**config.mk**
```make
export PLATFORM = sky130hd
export DESIGN_NAME = tdfc_filter_top
export DESIGN_NICKNAME = d
export VERILOG_FILES = /design/src/tdfc_pkg.sv /design/src/tdfc_cfg_if.sv /design/src/tdfc_damp_dec.sv /design/src/tdfc_filter_top.sv
export VERILOG_INCLUDE_DIRS = /design/src
export SDC_FILE = /design/constraint.sdc
export NUM_CORES = 1
export LEC_CHECK = 0
export BUFFER_PORTS_ARGS = -buffer_cell sky130_fd_sc_hd__buf_4
export CAP_MARGIN = 20
export CORE_AREA = 8 8 243 245
export CTS_BUF_LIST = sky130_fd_sc_hd__clkbuf_4 sky130_fd_sc_hd__clkbuf_8
export CTS_CLUSTER_SIZE = 8
export DETAILED_ROUTE_END_ITERATION = 8
export DIE_AREA = 0 0 251 253
export GPL_TIMING_DRIVEN = 1
export PLACE_DENSITY_LB_ADDON = 0.1
export SYNTH_ARGS = -nofsm -noshare
export SYNTH_HDL_FRONTEND = slang
export SYNTH_HIERARCHICAL = 1
export SYNTH_SLANG_ARGS = --single-unit
export TNS_END_PERCENT = 10
```
**constraint.sdc**
```tcl
create_clock -name clk -period 60.6 [get_ports clk]
set_clock_uncertainty 0.15 [all_clocks]
set_input_delay 3.03 -clock clk [delete_from_list [all_inputs] [get_ports clk]]
set_output_delay 3.03 -clock clk [all_outputs]
set_load 0.005 [all_outputs]
```
**src/tdfc_defines.svh**
```systemverilog
// constants for the two-degree-of-freedom command filter block
`ifndef TDFC_DEFINES_SVH
`define TDFC_DEFINES_SVH
`define TDFC_EN_BIT          0
`define TDFC_SYNC_BIT        3
`define TDFC_DEVSEL_BIT      14
`define TDFC_ACCSEL_BIT      3
`define TDFC_SMOOTH_MAX      16'd10000
`define TDFC_SMOOTH_CLAMP    16'd2000
`define TDFC_ADJ_MAX         16'd2000
`define TDFC_DAMP_MAX        7'd99
`define TDFC_VISC_MAX        16'd10000
`define TDFC_CLK_HZ          10000000
`define TDFC_DETECT_US       125
`define TDFC_DETECT_CYC      ((`TDFC_CLK_HZ / 1000000) * `TDFC_DETECT_US)
`define TDFC_APPLY_DLY_CYC   8
// damping ratio codes in Q1.7 (128 = 1.0)
`define TDFC_Z_100           8'd128
`define TDFC_Z_086           8'd110
`define TDFC_Z_071           8'd91
`define TDFC_Z_050           8'd64
`define TDFC_Z_035           8'd45
`endif

```
**src/tdfc_pkg.sv**
```systemverilog
// types for the two-degree-of-freedom command filter block
package tdfc_pkg;
  typedef enum logic [1:0] {TDFC_IDLE, TDFC_DELAY, TDFC_READY} tdfc_apply_e;
  typedef struct packed {
    logic        second_order;
    logic [7:0]  zeta;
  } tdfc_damp_s;
endpackage

```
**src/tdfc_cfg_if.sv**
```systemverilog
// interface carrying the applied damping code to the decoder and the decoded settings back
`timescale 1ns/1ps
interface tdfc_cfg_if;
  logic [6:0] damp_code;
  logic [8:0] cmd_damp;
  logic [8:0] adj_damp;
  modport src (output damp_code, input cmd_damp, input adj_damp);
  modport dec (input damp_code, output cmd_damp, output adj_damp);
endinterface

```
**src/tdfc_damp_dec.sv**
```systemverilog
// decoder of the two-digit damping selection
`timescale 1ns/1ps
`include "tdfc_defines.svh"
module tdfc_damp_dec
  import tdfc_pkg::*;
(
  tdfc_cfg_if.dec cfg
);
  function automatic tdfc_damp_s digit_to_damp(input logic [3:0] d);
    tdfc_damp_s r;
    r.second_order = (d >= 4'h5);
    unique case (d)
      4'h5:    r.zeta = `TDFC_Z_100;
      4'h6:    r.zeta = `TDFC_Z_086;
      4'h7:    r.zeta = `TDFC_Z_071;
      4'h8:    r.zeta = `TDFC_Z_050;
      4'h9:    r.zeta = `TDFC_Z_035;
      default: r.zeta = 8'h00;
    endcase
    return r;
  endfunction

  logic [6:0] tens;
  logic [6:0] units;
  always_comb
  begin
    tens  = cfg.damp_code / 7'd10;
    units = cfg.damp_code - 7'((tens * 7'd10));
    cfg.cmd_damp = digit_to_damp(units[3:0]);
    cfg.adj_damp = digit_to_damp(tens[3:0]);
  end
endmodule

```
**src/tdfc_filter_top.sv**
```systemverilog
// command shaping for two-degree-of-freedom full-closed control
`timescale 1ns/1ps
`include "tdfc_defines.svh"
// Behaviour
// - tuning-type bit selects standard or synchronization, only while mode enabled.
// - smoothing constant accepted to 10000, applied value clamped to 2000.
// - adjust filter time constant programmable 0 to 2000 in 0.1 ms.
// - damping units digit for command filter, tens digit for adjust filter.
// - digits 0-4 first order; 5-9 second order with listed damping ratios.
// - torque command plus command velocity times viscous friction gain.
// - new settings switch when positioning complete and pulse rises from zero.
// - changes reach calculation after a delay; switch during delay is deferred.
// - deviation output method chosen by deviation-change bit.
// - monitored position command source chosen by accumulation bit.
// - synchronization type in full-closed two-dof mode raises setting error.
module tdfc_filter_top
  import tdfc_pkg::*;
#(
  parameter int DETECT_CYC = `TDFC_DETECT_CYC,
  parameter int DELAY_CYC  = `TDFC_APPLY_DLY_CYC
)(
  input  wire logic               clk,
  input  wire logic               srst,
  input  wire logic        [15:0] function_extension_setup_two,
  input  wire logic        [15:0] command_smoothing_time_constant,
  input  wire logic        [15:0] adjust_filter_time_constant,
  input  wire logic        [6:0]  filter_damping_select,
  input  wire logic        [15:0] viscous_friction_gain,
  input  wire logic        [15:0] comm_extension_setup_two,
  input  wire logic        [15:0] comm_extension_setup_six,
  input  wire logic               full_closed_mode,
  input  wire logic               positioning_complete,
  input  wire logic signed [15:0] cmd_pulse_in,
  input  wire logic signed [15:0] cmd_velocity,
  input  wire logic signed [15:0] torque_cmd_in,
  input  wire logic signed [31:0] dev_standard,
  input  wire logic signed [31:0] dev_encoder,
  input  wire logic signed [31:0] pos_cmd_filtered,
  input  wire logic signed [31:0] pos_cmd_accum,
  output logic                    two_dof_active,
  output logic                    sync_tuning_sel,
  output logic                    control_mode_setting_error,
  output logic             [15:0] smooth_tc_applied,
  output logic             [15:0] adjust_tc_applied,
  output logic                    cmd_second_order,
  output logic             [7:0]  cmd_zeta,
  output logic                    adj_second_order,
  output logic             [7:0]  adj_zeta,
  output logic                    settings_switched,
  output logic signed      [15:0] torque_cmd_out,
  output logic signed      [31:0] monitor_deviation,
  output logic signed      [31:0] monitor_pos_cmd
);
  tdfc_cfg_if cfg ();

  logic               en_ff;
  logic               rst_d_ff;
  logic [15:0]        stg_smooth_ff;
  logic [15:0]        stg_adjust_ff;
  logic [6:0]         stg_damp_ff;
  logic [15:0]        pend_smooth_ff;
  logic [15:0]        pend_adjust_ff;
  logic [6:0]         pend_damp_ff;
  logic [6:0]         app_damp_ff;
  logic [15:0]        nxt_smooth;
  logic [15:0]        nxt_adjust;
  logic [6:0]         nxt_damp;
  tdfc_apply_e        apply_ff;
  logic [15:0]        dly_cnt_ff;
  logic [15:0]        det_cnt_ff;
  logic               pulse_zero_ff;
  logic               pulse_rise;
  logic               det_tick;
  logic               changed;
  logic               switch_now;
  logic [15:0]        visc_gain;
  logic signed [47:0] visc_prod;
  logic signed [31:0] visc_term;
  logic signed [31:0] tq_sum;

  // one limit test shared by the refused settings and the saturated viscous gain
  function automatic logic over_limit(input logic [15:0] v, input logic [15:0] lim);
    return (v > lim);
  endfunction

  // torque saturates instead of wrapping on a large compensation
  function automatic logic signed [15:0] sat16(input logic signed [31:0] v);
    logic signed [15:0] r;
    if (v > 32'sh00007FFF)
      r = 16'sh7FFF;
    else if (v < -32'sh00008000)
      r = 16'sh8000;
    else
      r = v[15:0];
    return r;
  endfunction

  tdfc_damp_dec u_dec (
    .cfg (cfg)
  );
  assign cfg.damp_code = app_damp_ff;

  // mode enable latched once after reset release: takes effect only on restart
  always_ff @(posedge clk)
  begin
    rst_d_ff <= srst;
    if (srst)
      en_ff <= 1'b0;
    else if (rst_d_ff)
      en_ff <= function_extension_setup_two[`TDFC_EN_BIT];
  end

  always_ff @(posedge clk)
  begin
    if (srst)
    begin
      two_dof_active  <= 1'b0;
      sync_tuning_sel <= 1'b0;
    end
    else
    begin
      two_dof_active  <= en_ff;
      sync_tuning_sel <= en_ff & function_extension_setup_two[`TDFC_SYNC_BIT];
    end
  end

  // sticky until restart, so a short-lived bad setting is still seen
  always_ff @(posedge clk)
  begin
    if (srst)
      control_mode_setting_error <= 1'b0;
    else if (en_ff & full_closed_mode & function_extension_setup_two[`TDFC_SYNC_BIT])
      control_mode_setting_error <= 1'b1;
  end

  // out-of-range writes are refused and the previous value kept
  always_comb
  begin
    nxt_smooth = over_limit(command_smoothing_time_constant, `TDFC_SMOOTH_MAX) ? stg_smooth_ff
               : command_smoothing_time_constant;
    nxt_adjust = over_limit(adjust_filter_time_constant, `TDFC_ADJ_MAX) ? stg_adjust_ff
               : adjust_filter_time_constant;
    nxt_damp   = over_limit(16'(filter_damping_select), 16'(`TDFC_DAMP_MAX)) ? stg_damp_ff
               : filter_damping_select;
  end

  always_ff @(posedge clk)
  begin
    if (srst)
    begin
      stg_smooth_ff <= 16'h0000;
      stg_adjust_ff <= 16'h0000;
      stg_damp_ff   <= 7'h00;
    end
    else
    begin
      stg_smooth_ff <= nxt_smooth;
      stg_adjust_ff <= nxt_adjust;
      stg_damp_ff   <= nxt_damp;
    end
  end

  // pulse sampled only on the detection interval, not every clock
  assign det_tick   = (det_cnt_ff == 16'(DETECT_CYC - 1));
  assign pulse_rise = det_tick & pulse_zero_ff & (cmd_pulse_in != 16'sh0000);
  assign changed    = (stg_smooth_ff != pend_smooth_ff) | (stg_adjust_ff != pend_adjust_ff) |
                      (stg_damp_ff != pend_damp_ff);
  // one condition shared by the state machine and the applied copy
  assign switch_now = (apply_ff == TDFC_READY) & ~changed & positioning_complete & pulse_rise;

  always_ff @(posedge clk)
  begin
    if (srst)
      det_cnt_ff <= 16'h0000;
    else
      det_cnt_ff <= det_tick ? 16'h0000 : det_cnt_ff + 16'h0001;
  end

  // assume an idle zero pulse before the first tick
  always_ff @(posedge clk)
  begin
    if (srst)
      pulse_zero_ff <= 1'b1;
    else if (det_tick)
      pulse_zero_ff <= (cmd_pulse_in == 16'sh0000);
  end

  // a new value restarts the internal delay; switching instants then wait
  always_ff @(posedge clk)
  begin
    if (srst)
    begin
      apply_ff       <= TDFC_IDLE;
      dly_cnt_ff     <= 16'h0000;
      pend_smooth_ff <= 16'h0000;
      pend_adjust_ff <= 16'h0000;
      pend_damp_ff   <= 7'h00;
    end
    else
    begin
      if (changed)
      begin
        pend_smooth_ff <= stg_smooth_ff;
        pend_adjust_ff <= stg_adjust_ff;
        pend_damp_ff   <= stg_damp_ff;
        dly_cnt_ff     <= 16'h0000;
        apply_ff       <= TDFC_DELAY;
      end
      else
      begin
        unique case (apply_ff)
          TDFC_IDLE:  apply_ff <= TDFC_IDLE;
          TDFC_DELAY:
          begin
            dly_cnt_ff <= dly_cnt_ff + 16'h0001;
            if (dly_cnt_ff == 16'(DELAY_CYC - 1))
              apply_ff <= TDFC_READY;
          end
          TDFC_READY:
            if (switch_now)
              apply_ff <= TDFC_IDLE;
          // unused code falls back to idle
          default:
            apply_ff <= TDFC_IDLE;
        endcase
      end
    end
  end

  always_ff @(posedge clk)
  begin
    if (srst)
    begin
      smooth_tc_applied <= 16'h0000;
      adjust_tc_applied <= 16'h0000;
      app_damp_ff       <= 7'h00;
      settings_switched <= 1'b0;
    end
    else
    begin
      settings_switched <= 1'b0;
      // settings move only on a switching instant, never in mid-motion
      if (switch_now)
      begin
        // clamp only the applied copy; the written value stays as stored
        smooth_tc_applied <= (pend_smooth_ff > `TDFC_SMOOTH_CLAMP) ? `TDFC_SMOOTH_CLAMP
                           : pend_smooth_ff;
        adjust_tc_applied <= pend_adjust_ff;
        app_damp_ff       <= pend_damp_ff;
        settings_switched <= 1'b1;
      end
    end
  end

  always_ff @(posedge clk)
  begin
    if (srst)
    begin
      cmd_second_order <= 1'b0;
      cmd_zeta         <= 8'h00;
      adj_second_order <= 1'b0;
      adj_zeta         <= 8'h00;
    end
    else
    begin
      {cmd_second_order, cmd_zeta} <= cfg.cmd_damp;
      {adj_second_order, adj_zeta} <= cfg.adj_damp;
    end
  end

  // gain units 0.1 %/(10000 r/min): torque in 0.1 %, velocity in r/min
  always_comb
  begin
    // out-of-range gain saturates rather than being refused
    visc_gain = over_limit(viscous_friction_gain, `TDFC_VISC_MAX) ? `TDFC_VISC_MAX
              : viscous_friction_gain;
    visc_prod = 48'(cmd_velocity) * 48'($signed({1'b0, visc_gain}));
    visc_term = 32'(visc_prod / 48'sd10000);
    tq_sum    = 32'(torque_cmd_in) + (en_ff ? visc_term : 32'sh00000000);
  end

  always_ff @(posedge clk)
  begin
    if (srst)
      torque_cmd_out <= 16'sh0000;
    else
      torque_cmd_out <= sat16(tq_sum);
  end

  always_ff @(posedge clk)
  begin
    if (srst)
    begin
      monitor_deviation <= 32'sh00000000;
      monitor_pos_cmd   <= 32'sh00000000;
    end
    else
    begin
      // source selects act at once; no restart needed
      monitor_deviation <= comm_extension_setup_two[`TDFC_DEVSEL_BIT] ? dev_encoder
                         : dev_standard;
      monitor_pos_cmd   <= comm_extension_setup_six[`TDFC_ACCSEL_BIT] ? pos_cmd_accum
                         : pos_cmd_filtered;
    end
  end
endmodule

```
**Yosys cells after proc, flatten, opt, wreduce, memory -nomap -nowiden**

Index checks and enable logic that the tools add are counted.

- Flip-flop bits (word level): 256
- Bits of input ports: 283
- Output and inout port bits: 134
- Word-level logic and storage cells: 98

- Add/sub/neg operators: 4
- Multipliers: 2
- Divide/modulo/power cells: 2
- Order comparisons: 9
- Equal/unequal tests: 21
- Muxes and demuxes: 14
- Bitwise logic cells: 11
- Reductions and logical operators: 7

Operators by type and width:

| kind | number |
|---|---|
| $mux W32 | 3 |
| $pmux W8 S5 | 2 |
| $div A48 B15 Y48 const B | 1 |
| $mux W16 | 3 |
| $mul A16 B17 Y33 | 1 |
| $add A16 B1 Y16 const B | 2 |
| $add A16 B32 Y32 | 1 |
| $gt A16 B11 Y1 const B | 2 |
| $gt A16 B14 Y1 const B | 2 |
| $gt A32 B16 Y1 const B | 1 |
| $lt A32 B16 Y1 const B | 1 |
| $ne A16 B16 Y1 | 2 |
| $eq A4 B3 Y1 const B | 6 |
| $eq A16 B11 Y1 const B | 1 |
| $eq A16 B3 Y1 const B | 1 |
| $eq A4 B4 Y1 const B | 4 |
| $logic_not A16 Y1 | 1 |
| $reduce_bool A16 Y1 | 1 |
| $mux W15 | 1 |
| $and A1 B1 Y1 | 8 |
| $ge A4 B3 Y1 const B | 2 |
| $div A7 B4 Y7 const B | 1 |
| $gt A7 B7 Y1 const B | 1 |
| $mul A7 B3 Y3 const B | 1 |
| other kinds (13) | 21 |

**Depth between registers and ports, before layout**

- Word-level depth: 10
- Mapped depth: 143
- Depth with buffers taken out: 124

**Hierarchy**

Netlist, hierarchy kept.

Modules (own cells, without submodules):

| module | times used | cells an instance | area an instance (µm²) | seq. area each (µm²) |
|---|---|---|---|---|
| tdfc_filter_top | 1 | 3583 | 29284.3 | 5124.9 |
| tdfc_damp_dec | 1 | 100 | 664.4 | 0.0 |

**Worst setup path after synthesis**

No wires, ideal clock.

- Path type: input to register
- Start point: in viscous_friction_gain[6]
- End point: reg torque_cmd_out[13]
- Library setup time: 0.101 ns
- Arrival: 32.086 ns
- Required time: 60.349 ns
- Path slack: 28.263 ns
- Cell stages on the path: 129
- Buffers on the path: 7
- Cell sequence: nor3_1 > nand2b_1 > a221oi_1 > or2_0 > clkbuf_1 > and2_1 > clkbuf_1 > nand2_1 > fa_1 > fa_1 > inv_1 > fa_1 > fa_1 > fa_1 > inv_1 > fa_1 > inv_1 > ha_1 > [... 93 more ...] > o21a_1 > o21a_1 > o21a_1 > o21a_1 > o21a_1 > o21a_1 > o21ai_0 > nand2b_1 > a21oi_1 > o21bai_1 > a21oi_1 > o21bai_1 > a21oi_1 > xnor2_1 > xnor2_1 > o311ai_2 > buf_4 > o41ai_1

- Word-level cells in the longest chain between the ends: 9
- Elaborated cells on any way between the ends: 10
- Classes of those cells: add/sub: 1; mul: 1; div: 1; order compare: 3; mux: 4

Ends and longest elaborated chain:

| what | line | text |
|---|---|---|
| start: declaration | tdfc_filter_top.sv:28 | `input wire logic [15:0] viscous_friction_gain,` |
| $gt A16 B14 Y1 | tdfc_filter_top.sv:83 | `return (v > lim);` |
| $mux W16 (*) | tdfc_filter_top.sv:275 | `` visc_gain = over_limit(viscous_friction_gain, `TDFC_VISC_MAX) ? `TDFC_VISC_MAX `` |
| $mul A16 B17 Y33 (*) | tdfc_filter_top.sv:277 | `visc_prod = 48'(cmd_velocity) * 48'($signed({1'b0, visc_gain}));` |
| $div A48 B15 Y48 (*) | tdfc_filter_top.sv:278 | `visc_term = 32'(visc_prod / 48'sd10000);` |
| $mux W32 (*) | tdfc_filter_top.sv:279 | `tq_sum = 32'(torque_cmd_in) + (en_ff ? visc_term : 32'sh00000000);` |
| $add A16 B32 Y32 (*) | tdfc_filter_top.sv:279 |  |
| $lt A32 B16 Y1 | tdfc_filter_top.sv:91 | `else if (v < -32'sh00008000)` |
| $mux W16 | tdfc_filter_top.sv:91 |  |
| $mux W15 (*) | tdfc_filter_top.sv:89 | `if (v > 32'sh00007FFF)` |
| end signal: assignment | tdfc_filter_top.sv:287 | `torque_cmd_out <= sat16(tq_sum);` |
| end: declaration | tdfc_filter_top.sv:50 | `output logic signed [15:0] torque_cmd_out,` |

Mark *: on every way between the ends. The rest lies on a longest branch, timed or not.
A chain may end at the register's enable or synchronous reset.

**Worst setup path in the final report**

- Start point: in viscous_friction_gain[12]
- End point: reg torque_cmd_out[13]

The elaborated chain is that of the path after synthesis.

==> flow_summary.toml <==
[outcome]
run_status = "completed"

[floorplanning]
fp-row-count = 87
chipHeight_um = 253
core_mm2 = 0.05552
io_pins = 417
die_x_um = 251
start_util_pct = 53.95
die_area_mm2 = 0.06350

[clock_tree]
clk-insertion-delay-late_ns = 0.54
hold_buffers = 0
cts.path.max_buffers = 3
htree_num_levels = 2
cts_made_buffers = 39
cts_tree = "yes"
clk_pin_slew_ns = 0.06
root_buffer = "clkbuf_8"
cts_setup_buffers = 0
ctsResizeCount = 0
clock_sinks = 256

[finish]
fillers = 5189
reg_top3 = "monitor_deviation (32), monitor_pos_cmd (32)"
drive_gt1_share_pct = 14.51
final_util_pct = 60.90
syn2layout_area_growth_pct = 12.89
final_area_mm2 = 0.03381
final_nets = 4612

[timing]
hold_viol_final = 0
slew_headroom_pct = 29.02
setup_viol = 0
min_period_over_period_pct = 65.77
worst_pin_slew_ns = 1.062
rsz0062_at_grt = "no"
setup_slack_ns = 20.75
min_period_ns = 39.85
fin_setup_tns_ns = 0
clock.fmax_mhz = 25.09
slew_viol_final = 0

[routing]
first_pass_iters = 6
route.detailed.drc = 0
vias = 27648
drt-total-wl_um = 85650
ant_nets = 0
wl_met1_um = 36620
drtIter0Drc = 1653
via_per_inst = 5.883
wire_per_inst_um = 18.22
dr.max_layer_used = "met5"
wl_met3_um = 4742
met2_length_um = 41010

[global_routing]
first_global_vias = 27007
antenna_found_initial = 7
grt_use_total_pct = 26.22
grt_max_degree = 117
grt_overflow_total = 0
grt_pass1_wl_um = 139600

[setup_path]
critPathRequiredTime_ns = 60.89
max_stage_delay_ns = 1.02
cp-startpoint = "viscous_friction_gain[12]"
critPathMostFrequentCell = "o21a_1"
worstPathArrival_ns = 40.14
r2r_start = "en_ff"
startpoint_type = "input port"
slowest_stage = "o41ai_2"
crit_type = "in -> reg"
r2r-end = "torque_cmd_out[13]"
crit_path_max_fanout = 49
ff2ff_path_depth = 38
setup.worst_path.end = "torque_cmd_out[13]"
r2r_slack_ns = 52.69
cp-end-kind = "flip-flop"

[synth]
ys_async_sr_fraction_pct = 0
yosys_register_bits = 256
syn_area_mm2 = 0.02995
synth.mux.area_fraction_pct = 5.005
synth_xor_area_share_pct = 7.879
synth-seq-area-share_pct = 17.11
synth.avg_cell_area_um2 = 8.132
synth_fa_ha_area_share_pct = 19.99
synthSimpleGateAreaFrac_pct = 23.54
netlist_instances = 3683
synth_edf_count = 0
synth_cell_types = 139
synth-main-ff-cell = "dfxtp_1"
ys_warn_count = 6
synth_compound_area_share_pct = 20.22
synth_top_family_by_area = "simple AND/OR/NAND/NOR gates"

[flow_run]
max_cap_violations = 0

[placed_design]
place_ws_ns = 20.13
port_buffers = 372
hpwl_um = 68310
gp_congestion = 0.9287
placedInstanceArea_mm2 = 0.03312

[min_path]
holdCritPathClass = "reg -> reg"
==> Yosys cell counts (12+ instances only) <==
cell      count  area (um2)
a211oi_1     37       277.8
a21o_1       37       277.8
a21oi_1     172       860.8
a22o_1       12       105.1
a31oi_1      62       387.9
and2_1      110       688.2
and3_1      113       706.9
and4_1       14       122.6
buf_1        18       67.56
buf_2        29       145.1
buf_4        13       97.59
clkbuf_1    107       401.6
dfxtp_1     256        5125
fa_1        196        3924
ha_1        160        2002
inv_1       295        1107
mux2i_1     139        1391
nand2_1     294        1104
nand2b_1     35       219.0
nand3_1      82       410.4
nand4_1      49       306.5
nor2_1      329        1235
nor2b_1      78       488.0
nor3_1       97       485.5
nor4_1       36       225.2
o211ai_1     31       232.7
o21a_1       54       405.4
o21ai_0      84       420.4
o21ai_1      29       145.1
o21bai_1     18       135.1
o31a_1       14       122.6
o31ai_1      26       195.2
or2_2        20       125.1
or3_1        16       100.1
or4_1        16       120.1
xnor2_1     159        1393
xor2_1       93       814.5
==> area by class of cell <==
cell class              instances  area, um2  area share, %
clock inverters                 3      27.53        0.08142
diodes                          5      12.51        0.03701
inverters                     295       1107          3.275
clock buffers                  48      610.6          1.806
well taps                     712      890.9          2.635
flip-flops and latches        256       5125          15.16
repair buffers                393       2952          8.730
multi-input cells            2988      23080          68.28
==> routing by layer <==
layer | vias to the layer above | track usage, %
met5 | - | 0
met4 | 4 | 10.86
met3 | 174 | 3.858
met2 | 799 | 45.47
met1 | 13122 | 32.41
li1 | 13549 | -
==> worst min-delay path by stage <==
stage	from	end	slack [ns]	cells after the start
2_1_floorplan	det_cnt_ff[0]	det_cnt_ff[0]	0.29	1
3_3_place_gp	smooth_tc_applied[13]	smooth_tc_applied[13]	0.29	1
3_5_place_dp	smooth_tc_applied[11]	smooth_tc_applied[11]	0.30	1
4_1_cts	smooth_tc_applied[13]	smooth_tc_applied[13]	0.32	1
5_1_grt	stg_damp_ff[4]	pend_damp_ff[4]	0.34	1
6_report	smooth_tc_applied[14]	smooth_tc_applied[14]	0.31	1
==> critical path: cells and delay by family <==
family | cells | cell delay, ns
XOR/XNOR | 9 | 2.81
buffers and inverters | 7 | 1.38
multiplexers | 4 | 1.89
adder cells (fa/ha/maj) | 9 | 3.96
AO/OA/AOI/OAI | 75 | 20.70
AND/OR/NAND/NOR | 21 | 6.33
==> cell families after synthesis <==
logic type	count (synthesis)
AOI/OAI and AO/OA	824
DFF	256
xor gates and xnor gates	260
adders and majority gates	362
muxes	147
and+or+nand+nor	1365
other	2
buffers and inverters	467
==> through the flow <==
step	cells	hold slack, ns
after floorplan	3711	0.2912
after CTS	4690	0.3154
after global routing	4700	0.3421
after detailed placement	4639	0.3000
after global placement	4639	0.2944
final	4700	0.3142
==> cell usage in the layout, fill, tap and decap left out, types with 12 or more instances in the layout <==
| master | instances |
|---|---|
| a211oi_1 | 37 |
| a21o_1 | 37 |
| a21oi_1 | 172 |
| a22o_1 | 12 |
| a31oi_1 | 62 |
| and2_1 | 110 |
| and3_1 | 113 |
| and4_1 | 13 |
| buf_4 | 391 |
| clkbuf_8 | 40 |
| conb_1 | 30 |
| dfxtp_1 | 256 |
| fa_1 | 196 |
| ha_1 | 160 |
| inv_1 | 295 |
| mux2i_1 | 139 |
| nand2_1 | 294 |
| nand2b_1 | 35 |
| nand3_1 | 82 |
| nand4_1 | 49 |
| nor2_1 | 329 |
| nor2b_1 | 78 |
| nor3_1 | 97 |
| nor4_1 | 36 |
| o211ai_1 | 31 |
| o21a_1 | 54 |
| o21ai_0 | 84 |
| o21ai_1 | 29 |
| o21bai_1 | 18 |
| o31a_1 | 14 |
| o31ai_1 | 26 |
| or2_1 | 12 |
| or2_2 | 20 |
| or3_1 | 16 |
| or4_1 | 16 |
| xnor2_1 | 158 |
| xor2_1 | 93 |
Power is not shown: default switching activity piles up to over one toggle a cycle in this logic, so the estimate is an artifact.
